===== src/dli_params.svh =====
`ifndef DLI_PARAMS_SVH
`define DLI_PARAMS_SVH
// ==========================================
// Register byte offsets
`define DLI_ADR_CTRL 8'h00
`define DLI_ADR_STA 8'h04
`define DLI_ADR_STB 8'h08
`define DLI_ADR_TADR 8'h0C
`define DLI_ADR_TDATA 8'h10
`define DLI_ADR_GO 8'h14
// ==========================================
// Control fields
`define DLI_CTL_EN 0
`define DLI_CTL_SWAI 1
`define DLI_CTL_IE 2
`define DLI_TMO_LSB 8
`define DLI_TMO_RST 8'h10
// ==========================================
// Status and go fields
`define DLI_STA_ERR 0
`define DLI_STA_PARITY_FAULT_FLAG 1
`define DLI_STA_TERR 2
`define DLI_STA_TIME 3
`define DLI_STA_CNCL 4
`define DLI_STA_PAR_LSB 8
`define DLI_STB_ATT 0
`define DLI_STB_BUSY 1
`define DLI_STB_SLEEP 2
`define DLI_GO_RNW 0
// ==========================================
// Link commands and acknowledge byte
`define DLI_CMD_IDLE 8'h00
`define DLI_CMD_WRITE 8'h5A
`define DLI_CMD_READ 8'hA5
`define DLI_ACKB_ACK 0
`define DLI_ACKB_ERR 1
`define DLI_ACKB_PAR_LSB 2
// ==========================================
// Timing
`define DLI_SYS_PERIOD_NS 10
`define DLI_LINK_PERIOD_NS 160
`endif


===== src/dli_pkg.sv =====
package dli_pkg;
  typedef enum logic [2:0] {
    ST_IDLE = 3'b000,
    ST_CMD = 3'b001,
    ST_ADR = 3'b010,
    ST_DATA = 3'b011,
    ST_RDATA = 3'b100,
    ST_ACK = 3'b101
  } dli_state_type;

  typedef logic [7:0] dli_byte_type;

  // Replaceable two-bit parity, shared with the target model
  function automatic logic [1:0] dli_parity(input dli_byte_type cmd,
      input dli_byte_type adr, input dli_byte_type dat);
    return {^dat, ^{cmd, adr}};
  endfunction
endpackage


===== src/dli_ack_if.sv =====
`timescale 1ns/1ns
`default_nettype none
interface dli_ack_if;
  logic [7:0] ack_byte;
  logic [1:0] exp_par;
  logic check;
  logic ack_seen;
  logic par_bad;
  logic terr;
  logic [1:0] rx_par;
  modport main (output ack_byte, exp_par, check, input ack_seen, par_bad, terr, rx_par);
  modport chk (input ack_byte, exp_par, check, output ack_seen, par_bad, terr, rx_par);
endinterface
`default_nettype wire


===== src/dli_ack_check.sv =====
`timescale 1ns/1ns
`default_nettype none
`include "dli_params.svh"
module dli_ack_check (
  dli_ack_if.chk bus
);
  // ==========================================
  // Acknowledge byte decode
  assign bus.rx_par = bus.ack_byte[`DLI_ACKB_PAR_LSB +: 2];
  assign bus.ack_seen = bus.check & bus.ack_byte[`DLI_ACKB_ACK];
  assign bus.par_bad = bus.ack_seen & (bus.rx_par != bus.exp_par);
  assign bus.terr = bus.ack_seen & bus.ack_byte[`DLI_ACKB_ERR];
endmodule // dli_ack_check
`default_nettype wire


===== src/dli_link_initiator.sv =====
// The Wishbone interface to the registers and the register offsets were chosen for this implementation.
`timescale 1ns/1ns
`default_nettype none
`include "dli_params.svh"
module dli_link_initiator (
  input wire logic sys_clk,
  input wire logic rst_n,
  input wire logic wb_cyc_i,
  input wire logic wb_stb_i,
  input wire logic wb_we_i,
  input wire logic [7:0] wb_adr_i,
  input wire logic [3:0] wb_sel_i,
  input wire logic [31:0] wb_dat_i,
  output logic [31:0] wb_dat_o,
  output logic wb_ack_o,
  input wire logic wait_mode,
  input wire logic stop_mode,
  input wire logic attention_line,
  input wire logic [7:0] link_data_in,
  output logic [7:0] link_data_out,
  output logic link_data_oe,
  output logic link_clock_out,
  output logic gpio_mode,
  output logic clocks_stopped,
  output logic busy,
  output logic attention_irq,
  output logic link_error_irq
);
  localparam int HALF_CYC = `DLI_LINK_PERIOD_NS / (2 * `DLI_SYS_PERIOD_NS);

  // ==========================================
  // Pin synchronisers
  logic [8:0] pin_in;
  logic [8:0] rx_bits;
  logic att_s;
  logic [7:0] rx_byte;

  assign pin_in = {attention_line, link_data_in};

  generate
    for (genvar i = 0; i < 9; i++) begin : g_sync
      logic s1_r;
      logic s2_r;
      always_ff @(posedge sys_clk) begin
        if (!rst_n) begin
          s1_r <= 1'b0;
          s2_r <= 1'b0;
        end else begin
          s1_r <= pin_in[i];
          s2_r <= s1_r;
        end
      end
      assign rx_bits[i] = s2_r;
    end
  endgenerate

  assign att_s = rx_bits[8];
  assign rx_byte = rx_bits[7:0];

  // ==========================================
  // State declarations
  dli_pkg::dli_state_type state_r;
  logic clk_r;
  logic [7:0] div_r;
  logic ack_r;
  logic [31:0] dat_o_r;
  logic en_r;
  logic swai_r;
  logic ie_r;
  logic [7:0] tmo_r;
  logic [7:0] tmo_cnt_r;
  logic [7:0] adr_buf_r;
  logic [7:0] dat_buf_r;
  logic [7:0] cmd_r;
  logic [7:0] dout_r;
  logic oe_r;
  logic rnw_r;
  logic sleep_r;
  logic err_r;
  logic parity_fault_flag_r;
  logic terr_r;
  logic timeout_flag_r;
  logic cncl_r;
  logic [1:0] par_r;

  function automatic logic hit(input logic [7:0] a, input logic [7:0] off);
    return a == off;
  endfunction

  // ==========================================
  // Wishbone slave
  logic acc;
  logic go_req;
  logic can_start;
  logic stall;
  logic wr_fire;
  logic go_fire;
  logic [31:0] rd_nxt;

  assign acc = wb_cyc_i & wb_stb_i;
  assign go_req = acc & wb_we_i & hit(wb_adr_i, `DLI_ADR_GO);
  assign can_start = (state_r == dli_pkg::ST_IDLE) & ~clk_r & ~sleep_r;
  // Blocking start: hold the acknowledge until the link is free
  assign stall = go_req & en_r & ~can_start;
  assign wr_fire = acc & wb_we_i & ack_r;
  assign go_fire = go_req & ack_r & en_r & wb_sel_i[0];

  always_ff @(posedge sys_clk) begin
    if (!rst_n)
      ack_r <= 1'b0;
    else
      ack_r <= acc & ~ack_r & ~stall;
  end

  always_comb begin
    rd_nxt = 32'h0000_0000;
    if (hit(wb_adr_i, `DLI_ADR_CTRL)) begin
      rd_nxt[`DLI_CTL_EN] = en_r;
      rd_nxt[`DLI_CTL_SWAI] = swai_r;
      rd_nxt[`DLI_CTL_IE] = ie_r;
      rd_nxt[`DLI_TMO_LSB +: 8] = tmo_r;
    end else if (hit(wb_adr_i, `DLI_ADR_STA)) begin
      rd_nxt[`DLI_STA_ERR] = err_r;
      rd_nxt[`DLI_STA_PARITY_FAULT_FLAG] = parity_fault_flag_r;
      rd_nxt[`DLI_STA_TERR] = terr_r;
      rd_nxt[`DLI_STA_TIME] = timeout_flag_r;
      rd_nxt[`DLI_STA_CNCL] = cncl_r;
      rd_nxt[`DLI_STA_PAR_LSB +: 2] = par_r;
    end else if (hit(wb_adr_i, `DLI_ADR_STB)) begin
      rd_nxt[`DLI_STB_ATT] = att_s;
      rd_nxt[`DLI_STB_BUSY] = busy;
      rd_nxt[`DLI_STB_SLEEP] = sleep_r;
    end else if (hit(wb_adr_i, `DLI_ADR_TADR)) begin
      rd_nxt[7:0] = adr_buf_r;
    end else if (hit(wb_adr_i, `DLI_ADR_TDATA)) begin
      rd_nxt[7:0] = dat_buf_r;
    end
  end

  always_ff @(posedge sys_clk) begin
    if (!rst_n)
      dat_o_r <= 32'h0000_0000;
    else if (acc & ~ack_r & ~wb_we_i)
      dat_o_r <= rd_nxt;
  end

  assign wb_ack_o = ack_r;
  assign wb_dat_o = dat_o_r;

  // ==========================================
  // Control register
  always_ff @(posedge sys_clk) begin
    if (!rst_n) begin
      en_r <= 1'b0;
      swai_r <= 1'b0;
      ie_r <= 1'b0;
      tmo_r <= `DLI_TMO_RST;
    end else if (wr_fire & hit(wb_adr_i, `DLI_ADR_CTRL)) begin
      if (wb_sel_i[0]) begin
        // Enable is write-once; only reset clears it
        en_r <= en_r | wb_dat_i[`DLI_CTL_EN];
        swai_r <= wb_dat_i[`DLI_CTL_SWAI];
        ie_r <= wb_dat_i[`DLI_CTL_IE];
      end
      if (wb_sel_i[1])
        tmo_r <= wb_dat_i[`DLI_TMO_LSB +: 8];
    end
  end

  // ==========================================
  // Link clock divider
  logic run;
  logic tick;
  logic fall;

  // Runs during a frame; once idle it only finishes a high phase
  assign run = en_r & ~sleep_r & ((state_r != dli_pkg::ST_IDLE) | clk_r);
  assign tick = run & (div_r == 8'(HALF_CYC - 1));
  assign fall = tick & clk_r;

  always_ff @(posedge sys_clk) begin
    if (!rst_n) begin
      div_r <= 8'h00;
      clk_r <= 1'b0;
    end else if (!run) begin
      div_r <= 8'h00;
    end else if (tick) begin
      div_r <= 8'h00;
      clk_r <= ~clk_r;
    end else begin
      div_r <= div_r + 8'h01;
    end
  end

  // ==========================================
  // Acknowledge check
  dli_ack_if ack_bus ();
  logic ack_seen;
  logic par_ev;
  logic terr_ev;
  logic tmo_ev;

  assign ack_bus.ack_byte = rx_byte;
  assign ack_bus.check = fall & (state_r == dli_pkg::ST_ACK);
  assign ack_bus.exp_par = dli_pkg::dli_parity(cmd_r, adr_buf_r, dat_buf_r);
  assign ack_seen = ack_bus.ack_seen;
  assign par_ev = ack_bus.par_bad;
  assign terr_ev = ack_bus.terr;
  assign tmo_ev = ack_bus.check & ~ack_seen & (tmo_cnt_r >= tmo_r);

  dli_ack_check u_ack_check (
    .bus(ack_bus.chk)
  );

  // ==========================================
  // Transaction sequencer
  logic [7:0] start_cmd;
  logic start_rnw;

  assign start_rnw = wb_dat_i[`DLI_GO_RNW];
  // A frozen link sends only the idle command
  assign start_cmd = err_r ? `DLI_CMD_IDLE :
                     (start_rnw ? `DLI_CMD_READ : `DLI_CMD_WRITE);

  always_ff @(posedge sys_clk) begin
    if (!rst_n) begin
      state_r <= dli_pkg::ST_IDLE;
      cmd_r <= `DLI_CMD_IDLE;
      dout_r <= 8'h00;
      oe_r <= 1'b0;
      rnw_r <= 1'b0;
      tmo_cnt_r <= 8'h00;
    end else if (go_fire) begin
      state_r <= dli_pkg::ST_CMD;
      rnw_r <= start_rnw;
      cmd_r <= start_cmd;
      dout_r <= start_cmd;
      oe_r <= 1'b1;
    end else if (fall) begin
      case (state_r)
        dli_pkg::ST_CMD: begin
          if (cmd_r == `DLI_CMD_IDLE) begin
            state_r <= dli_pkg::ST_IDLE;
            oe_r <= 1'b0;
          end else begin
            state_r <= dli_pkg::ST_ADR;
            dout_r <= adr_buf_r;
          end
        end
        dli_pkg::ST_ADR: begin
          if (rnw_r) begin
            state_r <= dli_pkg::ST_RDATA;
            oe_r <= 1'b0;
          end else begin
            state_r <= dli_pkg::ST_DATA;
            dout_r <= dat_buf_r;
          end
        end
        dli_pkg::ST_DATA: begin
          state_r <= dli_pkg::ST_ACK;
          oe_r <= 1'b0;
          tmo_cnt_r <= 8'h00;
        end
        dli_pkg::ST_RDATA: begin
          state_r <= dli_pkg::ST_ACK;
          tmo_cnt_r <= 8'h00;
        end
        dli_pkg::ST_ACK: begin
          if (ack_seen | tmo_ev)
            state_r <= dli_pkg::ST_IDLE;
          else
            tmo_cnt_r <= tmo_cnt_r + 8'h01;
        end
        default: begin
          state_r <= dli_pkg::ST_IDLE;
          oe_r <= 1'b0;
        end
      endcase
    end
  end

  // ==========================================
  // Address and data buffers
  always_ff @(posedge sys_clk) begin
    if (!rst_n) begin
      adr_buf_r <= 8'h00;
      dat_buf_r <= 8'h00;
    end else if (!err_r) begin
      if (wr_fire & wb_sel_i[0] & (state_r == dli_pkg::ST_IDLE)) begin
        if (hit(wb_adr_i, `DLI_ADR_TADR))
          adr_buf_r <= wb_dat_i[7:0];
        if (hit(wb_adr_i, `DLI_ADR_TDATA))
          dat_buf_r <= wb_dat_i[7:0];
      end
      if (fall & (state_r == dli_pkg::ST_RDATA))
        dat_buf_r <= rx_byte;
    end
  end

  // ==========================================
  // Error flags
  logic err_clr;

  assign err_clr = wr_fire & wb_sel_i[0] & hit(wb_adr_i, `DLI_ADR_STA) &
                   wb_dat_i[`DLI_STA_ERR];

  always_ff @(posedge sys_clk) begin
    if (!rst_n) begin
      err_r <= 1'b0;
      parity_fault_flag_r <= 1'b0;
      terr_r <= 1'b0;
      timeout_flag_r <= 1'b0;
      cncl_r <= 1'b0;
      par_r <= 2'h0;
    end else begin
      // Later assignments win, so a new error beats the clear
      if (err_clr) begin
        err_r <= 1'b0;
        parity_fault_flag_r <= 1'b0;
        terr_r <= 1'b0;
        timeout_flag_r <= 1'b0;
        cncl_r <= 1'b0;
      end
      if (par_ev) begin
        err_r <= 1'b1;
        parity_fault_flag_r <= 1'b1;
        par_r <= ack_bus.rx_par;
      end
      if (terr_ev) begin
        err_r <= 1'b1;
        terr_r <= 1'b1;
      end
      if (tmo_ev) begin
        err_r <= 1'b1;
        timeout_flag_r <= 1'b1;
      end
      if (go_fire & err_r)
        cncl_r <= 1'b1;
    end
  end

  // ==========================================
  // Low power
  logic lp_req;

  assign lp_req = stop_mode | (wait_mode & swai_r);

  always_ff @(posedge sys_clk) begin
    if (!rst_n)
      sleep_r <= 1'b0;
    else if (!lp_req)
      sleep_r <= 1'b0;
    else if (can_start & ~go_req)
      sleep_r <= 1'b1;
  end

  // ==========================================
  // Outputs
  assign link_clock_out = clk_r;
  assign link_data_out = dout_r;
  assign link_data_oe = oe_r;
  assign gpio_mode = ~en_r;
  assign clocks_stopped = ~en_r | sleep_r;
  assign busy = state_r != dli_pkg::ST_IDLE;
  // Not gated by sleep so it can wake the processor
  assign attention_irq = ie_r & en_r & att_s;
  // No local mask beyond the shared enable
  assign link_error_irq = ie_r & en_r & err_r;

  // ==========================================
  // Assertions
  par_flag_a: assert property (@(posedge sys_clk) disable iff (!rst_n)
    par_ev |=> err_r && parity_fault_flag_r && par_r == $past(rx_byte[`DLI_ACKB_PAR_LSB +: 2]))
    else $error("parity fault not recorded");

  terr_flag_a: assert property (@(posedge sys_clk) disable iff (!rst_n)
    terr_ev |=> err_r && terr_r)
    else $error("target error not recorded");

  tmo_flag_a: assert property (@(posedge sys_clk) disable iff (!rst_n)
    (ack_bus.check && !ack_seen && tmo_cnt_r >= tmo_r) |=>
      err_r && timeout_flag_r && state_r == dli_pkg::ST_IDLE)
    else $error("timeout not flagged");

  disabled_gpio_a: assert property (@(posedge sys_clk) disable iff (!rst_n)
    !en_r |-> gpio_mode && !link_data_oe && !link_clock_out && clocks_stopped)
    else $error("disabled link not idle");

  swai_run_a: assert property (@(posedge sys_clk) disable iff (!rst_n)
    (wait_mode && !stop_mode && !swai_r) |=> !sleep_r)
    else $error("wait mode stopped the link");

  stop_entry_a: assert property (@(posedge sys_clk) disable iff (!rst_n)
    (stop_mode && state_r == dli_pkg::ST_IDLE && !clk_r && !go_req) |=> sleep_r)
    else $error("stop mode not entered");

  sleep_low_a: assert property (@(posedge sys_clk) disable iff (!rst_n)
    sleep_r |-> !link_clock_out && state_r == dli_pkg::ST_IDLE)
    else $error("clock high while asleep");

  err_clear_a: assert property (@(posedge sys_clk) disable iff (!rst_n)
    (err_clr && !par_ev && !terr_ev && !tmo_ev) |=> !err_r && !parity_fault_flag_r && !timeout_flag_r)
    else $error("error flags not cleared");

  freeze_idle_a: assert property (@(posedge sys_clk) disable iff (!rst_n)
    (go_fire && err_r) |=> cmd_r == `DLI_CMD_IDLE && cncl_r ##1 $stable(adr_buf_r))
    else $error("frozen link sent a real command");

  att_irq_a: assert property (@(posedge sys_clk) disable iff (!rst_n)
    (attention_line && en_r && ie_r) [*3] |-> attention_irq)
    else $error("attention request missing");

  err_irq_a: assert property (@(posedge sys_clk) disable iff (!rst_n)
    link_error_irq |-> ie_r && err_r)
    else $error("error request without enable");

  write_done_c: cover property (@(posedge sys_clk) disable iff (!rst_n)
    ack_seen && !rnw_r);
  read_done_c: cover property (@(posedge sys_clk) disable iff (!rst_n)
    ack_seen && rnw_r);
  sleep_c: cover property (@(posedge sys_clk) disable iff (!rst_n) $rose(sleep_r));
  timeout_c: cover property (@(posedge sys_clk) disable iff (!rst_n) tmo_ev);
endmodule // dli_link_initiator
`default_nettype wire


===== config.mk =====
export PLATFORM = sky130hd
export DESIGN_NAME = dli_link_initiator
export DESIGN_NICKNAME = d
export VERILOG_FILES = /design/src/dli_pkg.sv /design/src/dli_ack_if.sv /design/src/dli_ack_check.sv /design/src/dli_link_initiator.sv
export VERILOG_INCLUDE_DIRS = /design/src /design/src/src
export SDC_FILE = /design/constraint.sdc
export NUM_CORES = 1
export LEC_CHECK = 0
export CAP_MARGIN = 40
export CORE_MARGIN = 2
export CORE_UTILIZATION = 40
export CTS_CLUSTER_DIAMETER = 150
export CTS_CLUSTER_SIZE = 12
export DETAILED_ROUTE_END_ITERATION = 10
export DONT_BUFFER_PORTS = 1
export SKIP_CTS_REPAIR_TIMING = 1
export SLEW_MARGIN = 20
export SYNTH_ARGS = -nofsm -noshare
export SYNTH_HDL_FRONTEND = slang
export SYNTH_SLANG_ARGS = --single-unit

===== constraint.sdc =====
create_clock -name sys_clk -period 2.65 [get_ports sys_clk]
set_input_delay 0.265 -clock sys_clk [delete_from_list [all_inputs] [get_ports sys_clk]]
set_output_delay 0.265 -clock sys_clk [all_outputs]
set_load 0.1 [all_outputs]

# [Word level (Yosys, flattened, before mapping)]
# Cells that the tools add are included.
# Widths: inputs -> output; s select.
[classes] addsub=2 multipliers=0 div_mod_pow=0 n_lt_le_gt_ge=1 n_eq_ne=20 shifts=0 n_mux=41 bitwise=54 reduce_logical=31
[op_table] cell="$mux 8" n=12
[op_table] cell="$and 1x1->1" n=36
[op_table] cell="$pmux 8 s2" n=2
[op_table] cell="$add 8x1->8 const B" n=2
[op_table] cell="$eq 8x3->1 const B" n=2
[op_table] cell="$eq 8x4->1 const B" n=2
[op_table] cell="$eq 8x5->1 const B" n=2
[op_table] cell="$logic_not 8->1" n=2
[op_table] cell="$reduce_bool 2->1" n=8
[op_table] cell="$reduce_xor 16->1" n=1
[op_table] cell="$mux 3" n=5
[op_table] cell="$mux 5" n=3
[op_table] cell="$mux 1" n=13
[op_table] cell="$not 1->1" n=13
[op_table] cell="$ne 3x3->1 const B" n=4
[op_table] cell="$pmux 3 s4" n=1
[op_table] cell="$reduce_and 2->1" n=6
[op_table] cell="$reduce_and 4->1" n=3
[op_table] cell="$ge 8x8->1" n=1
[op_table] cell="$reduce_xor 8->1" n=1
[op_table] cell="$eq 3x2->1 const B" n=2
[op_table] cell="$eq 3x3->1 const B" n=2
[op_table] cell="$mux 2" n=3
[op_table] cell="$mux 6" n=1
[op_table] cell="13 further kinds" n=22
[word_totals] ff_bits=108 latch_bits=0 mem_bits_rw=0 rom_bits=0 input_bits=60 output_inout_bits=48 mem_count=0

# [Logic depth before layout (Yosys ltp)]
# Gate-level depths: netlist of run 1.
[depth] ltp_word=15 depth_mapped=10

# [Modules after synthesis]
# A second synthesis of run 1 with hierarchy kept.
[unflattened] cells_unflattened=559 hier_area_um2=4971.0
[modules_own_cells] module="dli_link_initiator" n_inst=1 cells_each=552 area_each_um2=4911.0
[modules_own_cells] module="dli_ack_check" n_inst=1 cells_each=7 area_each_um2=60.1

# [Least setup slack after synthesis of run 1]
# Ideal clock, no wire load.
[synth_timing] kind="register to register" start="register en_r" end="register div_r[2]" setup_ns=0.065 arrival_time_ns=2.587 t_required_ns=2.585 setup_slack_ns=-0.001 path_stages_with_launch=7 synth_period_minus_slack_ns=2.651 path_cell_list="dfxtp_1 > inv_1 > nor2_1 > inv_1 > or4_2 > clkbuf_1 > nor2_1"
[synth_via] elab_chain_cells=4 word_cells_on_any_way=5 classes_between="bitwise: 4; reduce/logical: 1"
[synth_lines] element="from (decl)" line_no="dli_link_initiator.sv:67" source="logic en_r;"
[synth_lines] element="from (signal assigned)" line_no="dli_link_initiator.sv:161" source="en_r <= en_r | wb_dat_i[`DLI_CTL_EN];"
[synth_lines] element="$and 1x1->1 * (2 in a row)" line_no="dli_link_initiator.sv:177" source="assign run = en_r & ~sleep_r & ((state_r != dli_pkg::ST_IDLE) | clk_r);"
[synth_lines] element="$and 1x1->1 or $not 1->1 (tied branches)"
[synth_lines] element="$reduce_or 3->1 (no line) *"
[synth_lines] element="to (signal assigned)" line_no="dli_link_initiator.sv:191" source="div_r <= div_r + 8'h01;"
[synth_lines] element="to (decl)" line_no="dli_link_initiator.sv:64" source="logic [7:0] div_r;"
# Mark *: on every way between the ends. The rest lies on a longest branch, timed or not.
# A chain may end at the register's enable or synchronous reset.

# [Worst setup path in the final report of run 1]
[layout_timing] start="register tmo_r[5]" end="register tmo_cnt_r[0]"
[layout_via] elab_chain_cells=5
[layout_lines] element="from (decl)" line_no="dli_link_initiator.sv:70" source="logic [7:0] tmo_r;"
[layout_lines] element="from (signal assigned)" line_no="dli_link_initiator.sv:157" source="tmo_r <= `DLI_TMO_RST;"
[layout_lines] element="from (signal assigned)" line_no="dli_link_initiator.sv:166" source="tmo_r <= wb_dat_i[`DLI_TMO_LSB +: 8];"
[layout_lines] element="$ge 8x8->1" line_no="dli_link_initiator.sv:209" source="assign tmo_ev = ack_bus.check & ~ack_seen & (tmo_cnt_r >= tmo_r);"
[layout_lines] element="$and 1x1->1" line_no="dli_link_initiator.sv:209"
[layout_lines] element="$or 1x1->1" line_no="dli_link_initiator.sv:269" source="if (ack_seen | tmo_ev)"
[layout_lines] element="$ne 2x2->1 (no line)"
[layout_lines] element="$reduce_and 4->1 (no line)"
[layout_lines] element="to (signal assigned)" line_no="dli_link_initiator.sv:272" source="tmo_cnt_r <= tmo_cnt_r + 8'h01;"
[layout_lines] element="to (decl)" line_no="dli_link_initiator.sv:71" source="logic [7:0] tmo_cnt_r;"
# No other way between the ends.

==> results of run 1 <==
Yosys cell counts (all sizes together), types with 3 or more instances:
master / n / area, um2
dfxtp: 102 / 2042
mux2i: 34 / 340.3
a21oi: 42 / 221.5
o31ai: 3 / 22.52
nor4: 3 / 18.77
a22oi: 4 / 30.03
or3: 6 / 37.54
a31oi: 6 / 37.54
clkbuf: 23 / 86.33
a211oi: 10 / 85.08
or4: 3 / 23.77
buf: 23 / 173.9
nor2: 65 / 246.5
and4: 3 / 26.28
nand2: 54 / 219.0
xnor2: 14 / 122.6
nand4: 5 / 31.28
inv: 15 / 56.30
a221oi: 3 / 26.28
and3: 12 / 76.33
a211o: 7 / 61.31
nor3: 12 / 65.06
and2: 21 / 133.9
nand2b: 5 / 31.28
ha: 10 / 125.1
xor2: 8 / 70.07
o21ai: 13 / 65.06
nand3: 32 / 160.2
nor2b: 5 / 31.28
worst max-delay path, delay by kind of cell (launching register included):
| family | cells | cell delay [ns] |
|---|---|---|
| buf+inv | 2 | 0.27 |
| simple gates | 3 | 0.55 |
| fa+ha+maj | 1 | 0.30 |
| compound gates | 4 | 0.82 |
| flops | 1 | 0.39 |
sequential cells by signal (all words and copies together) (netlist names), 2 cells and up:
register and cells:
dat_buf_r 8, state_r 3, cmd_r 2, div_r 8, wb_dat_o 16, link_data_out 8, par_r 2, g_sync.s2_r 8
tmo_cnt_r 8, tmo_r 8, adr_buf_r 8, g_sync.s1_r 9
kinds of logic after synthesis:
group,Yosys count,share of synthesized area (%)
buffers and inverters,61,6.536
multiplexers,36,7.492
adder cells (fa/ha/maj),10,2.583
XOR/XNOR,22,3.978
AND/OR/NAND/NOR,230,23.43
flip-flops,102,42.16
AO/OA/AOI/OAI,101,13.74
other,1,0.07743
stage by stage:
stage	instance area (um2)	worst slack, ns	cells	utilization (%)	hold WS, ns
floorplan	4918	0.04177	578	-	0.3901
global placement	5075	0.2380	710	42.61	0.3367
detailed placement	5358	0.1926	723	44.98	0.3435
CTS	5674	0.1637	739	47.64	-0.01854
global route	5720	0.01848	743	48.03	0.02596
finish	5720	0.2414	743	48.03	0.04547
power by group:
group          switching [mW]  total (mW)  leakage [nW]  internal, mW
combinational           0.200       0.244          1.32        0.0438
clock                   0.583        1.37         0.153         0.792
sequential             0.0122        1.56         0.827          1.55
layout make-up:
type | instances | area [um2] | area share (%)
Sequential cell | 102 | 2044 | 35.74
Inverter | 15 | 63.81 | 1.115
Timing Repair Buffer | 48 | 560.5 | 9.799
Clock inverter | 5 | 63.81 | 1.115
Multi-Input combinational cell | 415 | 2551 | 44.60
Tap cell | 147 | 183.9 | 3.215
Clock buffer | 11 | 252.7 | 4.418
routing by layer:
metal / up-vias / share of wire [%]
met5: - / 0
met4: 0 / 3.0
met3: 26 / 4.7
met2: 112 / 50
met1: 1874 / 42
li1: 2000 / -
how the worst max path moves through the flow:
| stage | from | to | slack, ns |
|---|---|---|---|
| 2_1_floorplan | wb_ack_o | link_data_out[7] | 0.04 |
| 3_3_place_gp | tmo_cnt_r[0] | tmo_cnt_r[5] | 0.24 |
| 3_5_place_dp | div_r[3] | dat_buf_r[1] | 0.19 |
| 4_1_cts | div_r[3] | dat_buf_r[1] | 0.16 |
| 5_1_grt | tmo_cnt_r[0] | tmo_cnt_r[3] | 0.02 |
| 6_report | tmo_r[5] | tmo_cnt_r[0] | 0.24 |
==> flow_metrics.env, run 1 <==
export IMPL_status="complete, no violations"
export IMPL_synthCells=563
export IMPL_rr_startpoint="tmo_r[5]"
export IMPL_async_flop_share_pct=0
export IMPL_ff2ff_path_depth=10
export IMPL_critical_path_class="reg2reg"
export IMPL_critical_path_required_ns=2.90
export IMPL_tritoncts="yes"
export IMPL_path_cells="inv_1 > ha_1 > a21o_1 > a21oi_1 > nor2b_1 > a2111oi_2 > buf_4 > nand3_1 > or3_1 > a31oi_1"
export IMPL_htreeDepth=3
export IMPL_final_net_count=661
export IMPL_core_area_um2=11910
export IMPL_ios=108
export IMPL_drv_slew=0
export IMPL_ir_drop_mv=0.3991
export IMPL_synthDistinctLibCells=55
export IMPL_crit_fanout=7
export IMPL_max_stage_delay_ns=0.39
export IMPL_p_leak_nw=2.300
export IMPL_hpwl_um=8934
export IMPL_cts_buffer_depth=2
export IMPL_rsz0062_at_grt="no"
export IMPL_critPathLaunchType="flip-flop"
export IMPL_hold_depth=1
export IMPL_dieHeight_um=114.0
export IMPL_finalCriticalPeriod_ns=2.409
export IMPL_cap_viol_max_count=0
export IMPL_grt_pass1_wl_um=19480
export IMPL_grt_pass1_vias=3787
export IMPL_crit_slowest_cell="dfxtp_1"
export IMPL_cts_buffers=9
export IMPL_setup_tns_ns=0
export IMPL_vias=4012
export IMPL_relSlewSlack_pct=57.38
export IMPL_min_delay_path_class="in2reg"
export IMPL_fillerInstances=1104
export IMPL_power_density_nw_per_um2=556.3
export IMPL_worstMarginPinSlew_ns=0.6327
export IMPL_finalPower_mw=3.183
export IMPL_hold_viol=0
export IMPL_setup_viol=0
export IMPL_grt_use_met2_pct=32.30
export IMPL_synthFlopType="dfxtp_1"
export IMPL_start_util_pct=40.66
export IMPL_antenna_found_initial=0
export IMPL_grt_use_met1_pct=22.93
export IMPL_worstHoldStart="link_data_in[2]"
export IMPL_ys_seq_elements=102
export IMPL_clock_sinks=102
export IMPL_via_per_inst=5.400
export IMPL_r2r_end="tmo_cnt_r[0]"
export IMPL_gp_congestion=0.8344
export IMPL_die_w_um=114.0
export IMPL_syn_avg_cell_area_um2=8.603
export IMPL_synth_edff_count=0
export IMPL_clock_skew_ns=0.009949
export IMPL_synth_seq_area_share_pct=42.16
export IMPL_ant_nets=0
export IMPL_first_pass_iters=4
export IMPL_num_rows=40
export IMPL_final_common_cell="dfxtp_1"
export IMPL_ys_warnings_count=0
export IMPL_arrival_ns=2.66
export IMPL_avgRoutedWirePerCell_um=16.22
export IMPL_ff2ff_setup_slack_ns=0.24
export IMPL_drtIter0Drc=182
export IMPL_grt_use_met3_pct=4.729
export IMPL_num_antenna_cells=0
export IMPL_final_layout_size_suffix_gt1_share_pct=13.59
export IMPL_clk_pin_slew_ns=0.07
export IMPL_syn_area_um2=4843
export IMPL_period_share_pct=90.89
export IMPL_final_cell_mix="100 x dfxtp_1, 63 x nor2_1, 53 x nand2_1"
export IMPL_wirelength_um=12050
export IMPL_grt_max_degree=59
export IMPL_max_freq_mhz=415.2
export IMPL_crit_path_end_kind="flip-flop"
export IMPL_grt_ovfl_total=0
export IMPL_holdPathEnd="g_sync[2].s1_r"
export IMPL_clkLatencyLatePin_ns=0.34
export IMPL_grt_total_usage_pct=19.09
export IMPL_numPortBuffers=0
export IMPL_cts_root_buf="clkbuf_16"
export IMPL_busiest_layer="met2"
export IMPL_die_area_um2=13010
export IMPL_drt_drc_violations_left=0
export IMPL_synthToLayoutAreaGrowth_pct=18.11
Power figures use the tool's default switching activity.
==> run 2: changes to the inputs <==
--- a/config.mk
+++ b/config.mk
@@ -6,6 +6,7 @@
 export SDC_FILE = /design/constraint.sdc
 export NUM_CORES = 1
 export LEC_CHECK = 0
+export ABC_AREA = 1
 export CAP_MARGIN = 40
 export CORE_MARGIN = 2
 export CORE_UTILIZATION = 40
==> run 2 against run 1 <==
Effect of this change:
- the flow now finishes with violations (hold timing)
- count of clock-buffer cells in the layout fell by 2
- non-clock buffer count fell by 8
- critical path type unchanged
- die area rose by 3.5%
- highest routed layer unchanged
- largest power group unchanged
- synthesized cell count rose by 28%
==> flow_metrics.env, run 2 <==
export IMPL_path_cells="ha_1 > nand3_1 > nor2_1 > nand3_4 > inv_2 > nand2_1 > buf_4 > o21ai_0 > nand2_1 > nor2_1 > nor2_1"
export IMPL_violations="hold timing"
export IMPL_grt_pass1_wl_um=20730
export IMPL_crit_fanout=13
export IMPL_seqCellArea_um2=2042
export IMPL_synth_common_cells="142 x nand2_1, 102 x dfxtp_1, 98 x nor2_1"
export IMPL_drtIter0Drc=350
export IMPL_drt_drc_violations_left=0
export IMPL_synth_seq_area_share_pct=40.70
export IMPL_ant_nets=0
export IMPL_clkLatencyLatePin_ns=0.36
export IMPL_synth_most_common_cell="nand2_1"
export IMPL_period_share_pct=77.20
export IMPL_final_layout_size_suffix_gt1_share_pct=10.41
export IMPL_hold_viol=2
export IMPL_wirelength_um=12710
export IMPL_start_util_pct=41.43
export IMPL_yosys_top_cells_area="dfxtp_1 41%, nand2_1 11%, nor2_1 7.3%"
export IMPL_grt_max_degree=70
export IMPL_grt_ovfl_total=0
export IMPL_status="complete, but fails checks"
export IMPL_final_common_cell="nand2_1"
export IMPL_max_freq_mhz=488.8
export IMPL_synthToLayoutAreaGrowth_pct=15.26
export IMPL_avgRoutedWirePerCell_um=13.71
export IMPL_cts_root_buf="clkbuf_16"
export IMPL_clock_sinks=102
export IMPL_synth_top_area_share_pct=40.70
export IMPL_multi_input_area_um2=2461
export IMPL_clk_pin_slew_ns=0.07
export IMPL_drv_slew=0
export IMPL_clock_skew_ns=0.01025
export IMPL_final_cell_mix="142 x nand2_1, 102 x dfxtp_1, 98 x nor2_1"
export IMPL_arrival_ns=2.30
export IMPL_numPortBuffers=0
export IMPL_gp_congestion=0.8728
export IMPL_setup_viol=0
export IMPL_min_delay_path_class="in2reg"
export IMPL_synthDistinctLibCells=39
export IMPL_via_per_inst=5.003
export IMPL_whs_ns=-0.002238
export IMPL_synth_edff_count=0
export IMPL_crit_slowest_cell="dfxtp_1"
export IMPL_final_area_um2=5783
export IMPL_fillerInstances=1245
export IMPL_critPathLaunchType="flip-flop"
export IMPL_cpMostUsedCell="nor2_1"
export IMPL_cap_viol_max_count=0
export IMPL_dpl_cell_area_um2=5455
export IMPL_first_pass_iters=5
export IMPL_syn_area_um2=5017
export IMPL_grt_pass1_vias=4281
export IMPL_ys_seq_elements=102
export IMPL_critical_path_class="reg2reg"
export IMPL_critPathBufInv=2
export IMPL_syn_avg_cell_area_um2=6.940
export IMPL_vias=4638
export IMPL_die_area_um2=13450
export IMPL_finalCriticalPeriod_ns=2.046
export IMPL_synthCells=723
export IMPL_htreeDepth=3
export IMPL_die_w_um=116.0
export IMPL_rsz0062_at_grt="no"
export IMPL_tritoncts="yes"
export IMPL_critical_path_required_ns=2.91
export IMPL_finalPower_mw=3.281
export IMPL_hpwl_um=9644
export IMPL_num_rows=40
export IMPL_final_net_count=824
export IMPL_power_density_nw_per_um2=567.3
export IMPL_ir_drop_mv=0.2891
export IMPL_async_flop_share_pct=0
export IMPL_num_antenna_cells=0
export IMPL_ios=108
export IMPL_antenna_found_initial=0
export IMPL_cts_buffer_depth=2
export IMPL_p_leak_nw=2.599
export IMPL_largest_reg_flops=16
export IMPL_synthFlopType="dfxtp_1"
export IMPL_worstMarginPinSlew_ns=0.7326
export IMPL_final_cells=927
export IMPL_setup_tns_ns=0
export IMPL_yosysTopAreaCell="dfxtp_1"
export IMPL_path_delay_family="simple AND/OR/NAND/NOR gates"
export IMPL_crit_path_end_kind="flip-flop"
export IMPL_ys_warnings_count=0
export IMPL_max_stage_delay_ns=0.35
export IMPL_grt_total_usage_pct=19.96
export IMPL_dieHeight_um=116.0
export IMPL_cts_buffers=9
export IMPL_placed_cells=911
export IMPL_core_area_um2=12110
export IMPL_relSlewSlack_pct=51.11
[run 2: changes by cell type after synthesis, sizes merged, moves of 6 or more]
cell and change:
clkbuf -7, and3 -12, a21oi +9, xnor2 -8, o21ai +51, mux2i -34, a211o -7, or3 -6
inv +84, nand2 +92, nor2 +36, o211ai +10, and2 -21
[run 2: kinds of logic (layout without fill, tap and decap cells)]
group                      Yosys count  after routing  synth area share, %
AOI/OAI and AO/OA                  144            144                15.98
xor gates and xnor gates            12             12                2.095
adders and majority gates           10             10                2.494
buffers and inverters              136            157                11.57
DFF                                102            102                40.70
other                                1             16              0.07474
and+or+nand+nor                    318            318                27.08
[run 2: per-layer routing]
metal / routed length [um] / GRT usage [%] / share of wire, % / vias to the layer above
met5: 0 / 0 / 0 / -
met4: 213 / 7.143 / 1.7 / 0
met3: 820 / 4.969 / 6.5 / 17
met2: 5810 / 31.97 / 46 / 146
met1: 5868 / 26.24 / 46 / 2098
li1: - / - / - / 2377
[run 2: where the power goes]
part | switching [mW] | internal [mW] | total [mW]
Clock | 0.629 | 0.841 | 1.47
Sequential | 0.00819 | 1.55 | 1.56
Combinational | 0.213 | 0.0353 | 0.249
Total | 0.851 | 2.43 | 3.28
[run 2: final timing paths]
kind	from	to	depth (start not counted)	slack, ns
worst max-delay path	div_r[0]	dat_buf_r[0]	11	0.60
worst min-delay path	link_data_in[1]	g_sync[1].s1_r	2	-0.002
worst max register to register	div_r[0]	dat_buf_r[0]	11	0.60
worst min register to register	g_sync[4].s1_r	g_sync[4].s2_r	2	0.41
[run 2: stage by stage]
step                      utilization [%]  worst slack, ns
after floorplan                         -          -0.3720
after global placement              44.67           0.6339
after detailed placement            45.04           0.6113
after CTS                           47.75           0.5925
after global routing                47.75           0.3704
final                               47.75           0.6041
[run 2: area by class of cell]
cell class | count | share of cell area [%]
multi-input combinational | 500 | 42.56
clock inverter | 7 | 1.774
inverter | 101 | 6.556
sequential | 102 | 35.31
clock buffer | 9 | 3.894
timing repair buffer | 40 | 6.274
tap | 168 | 3.635
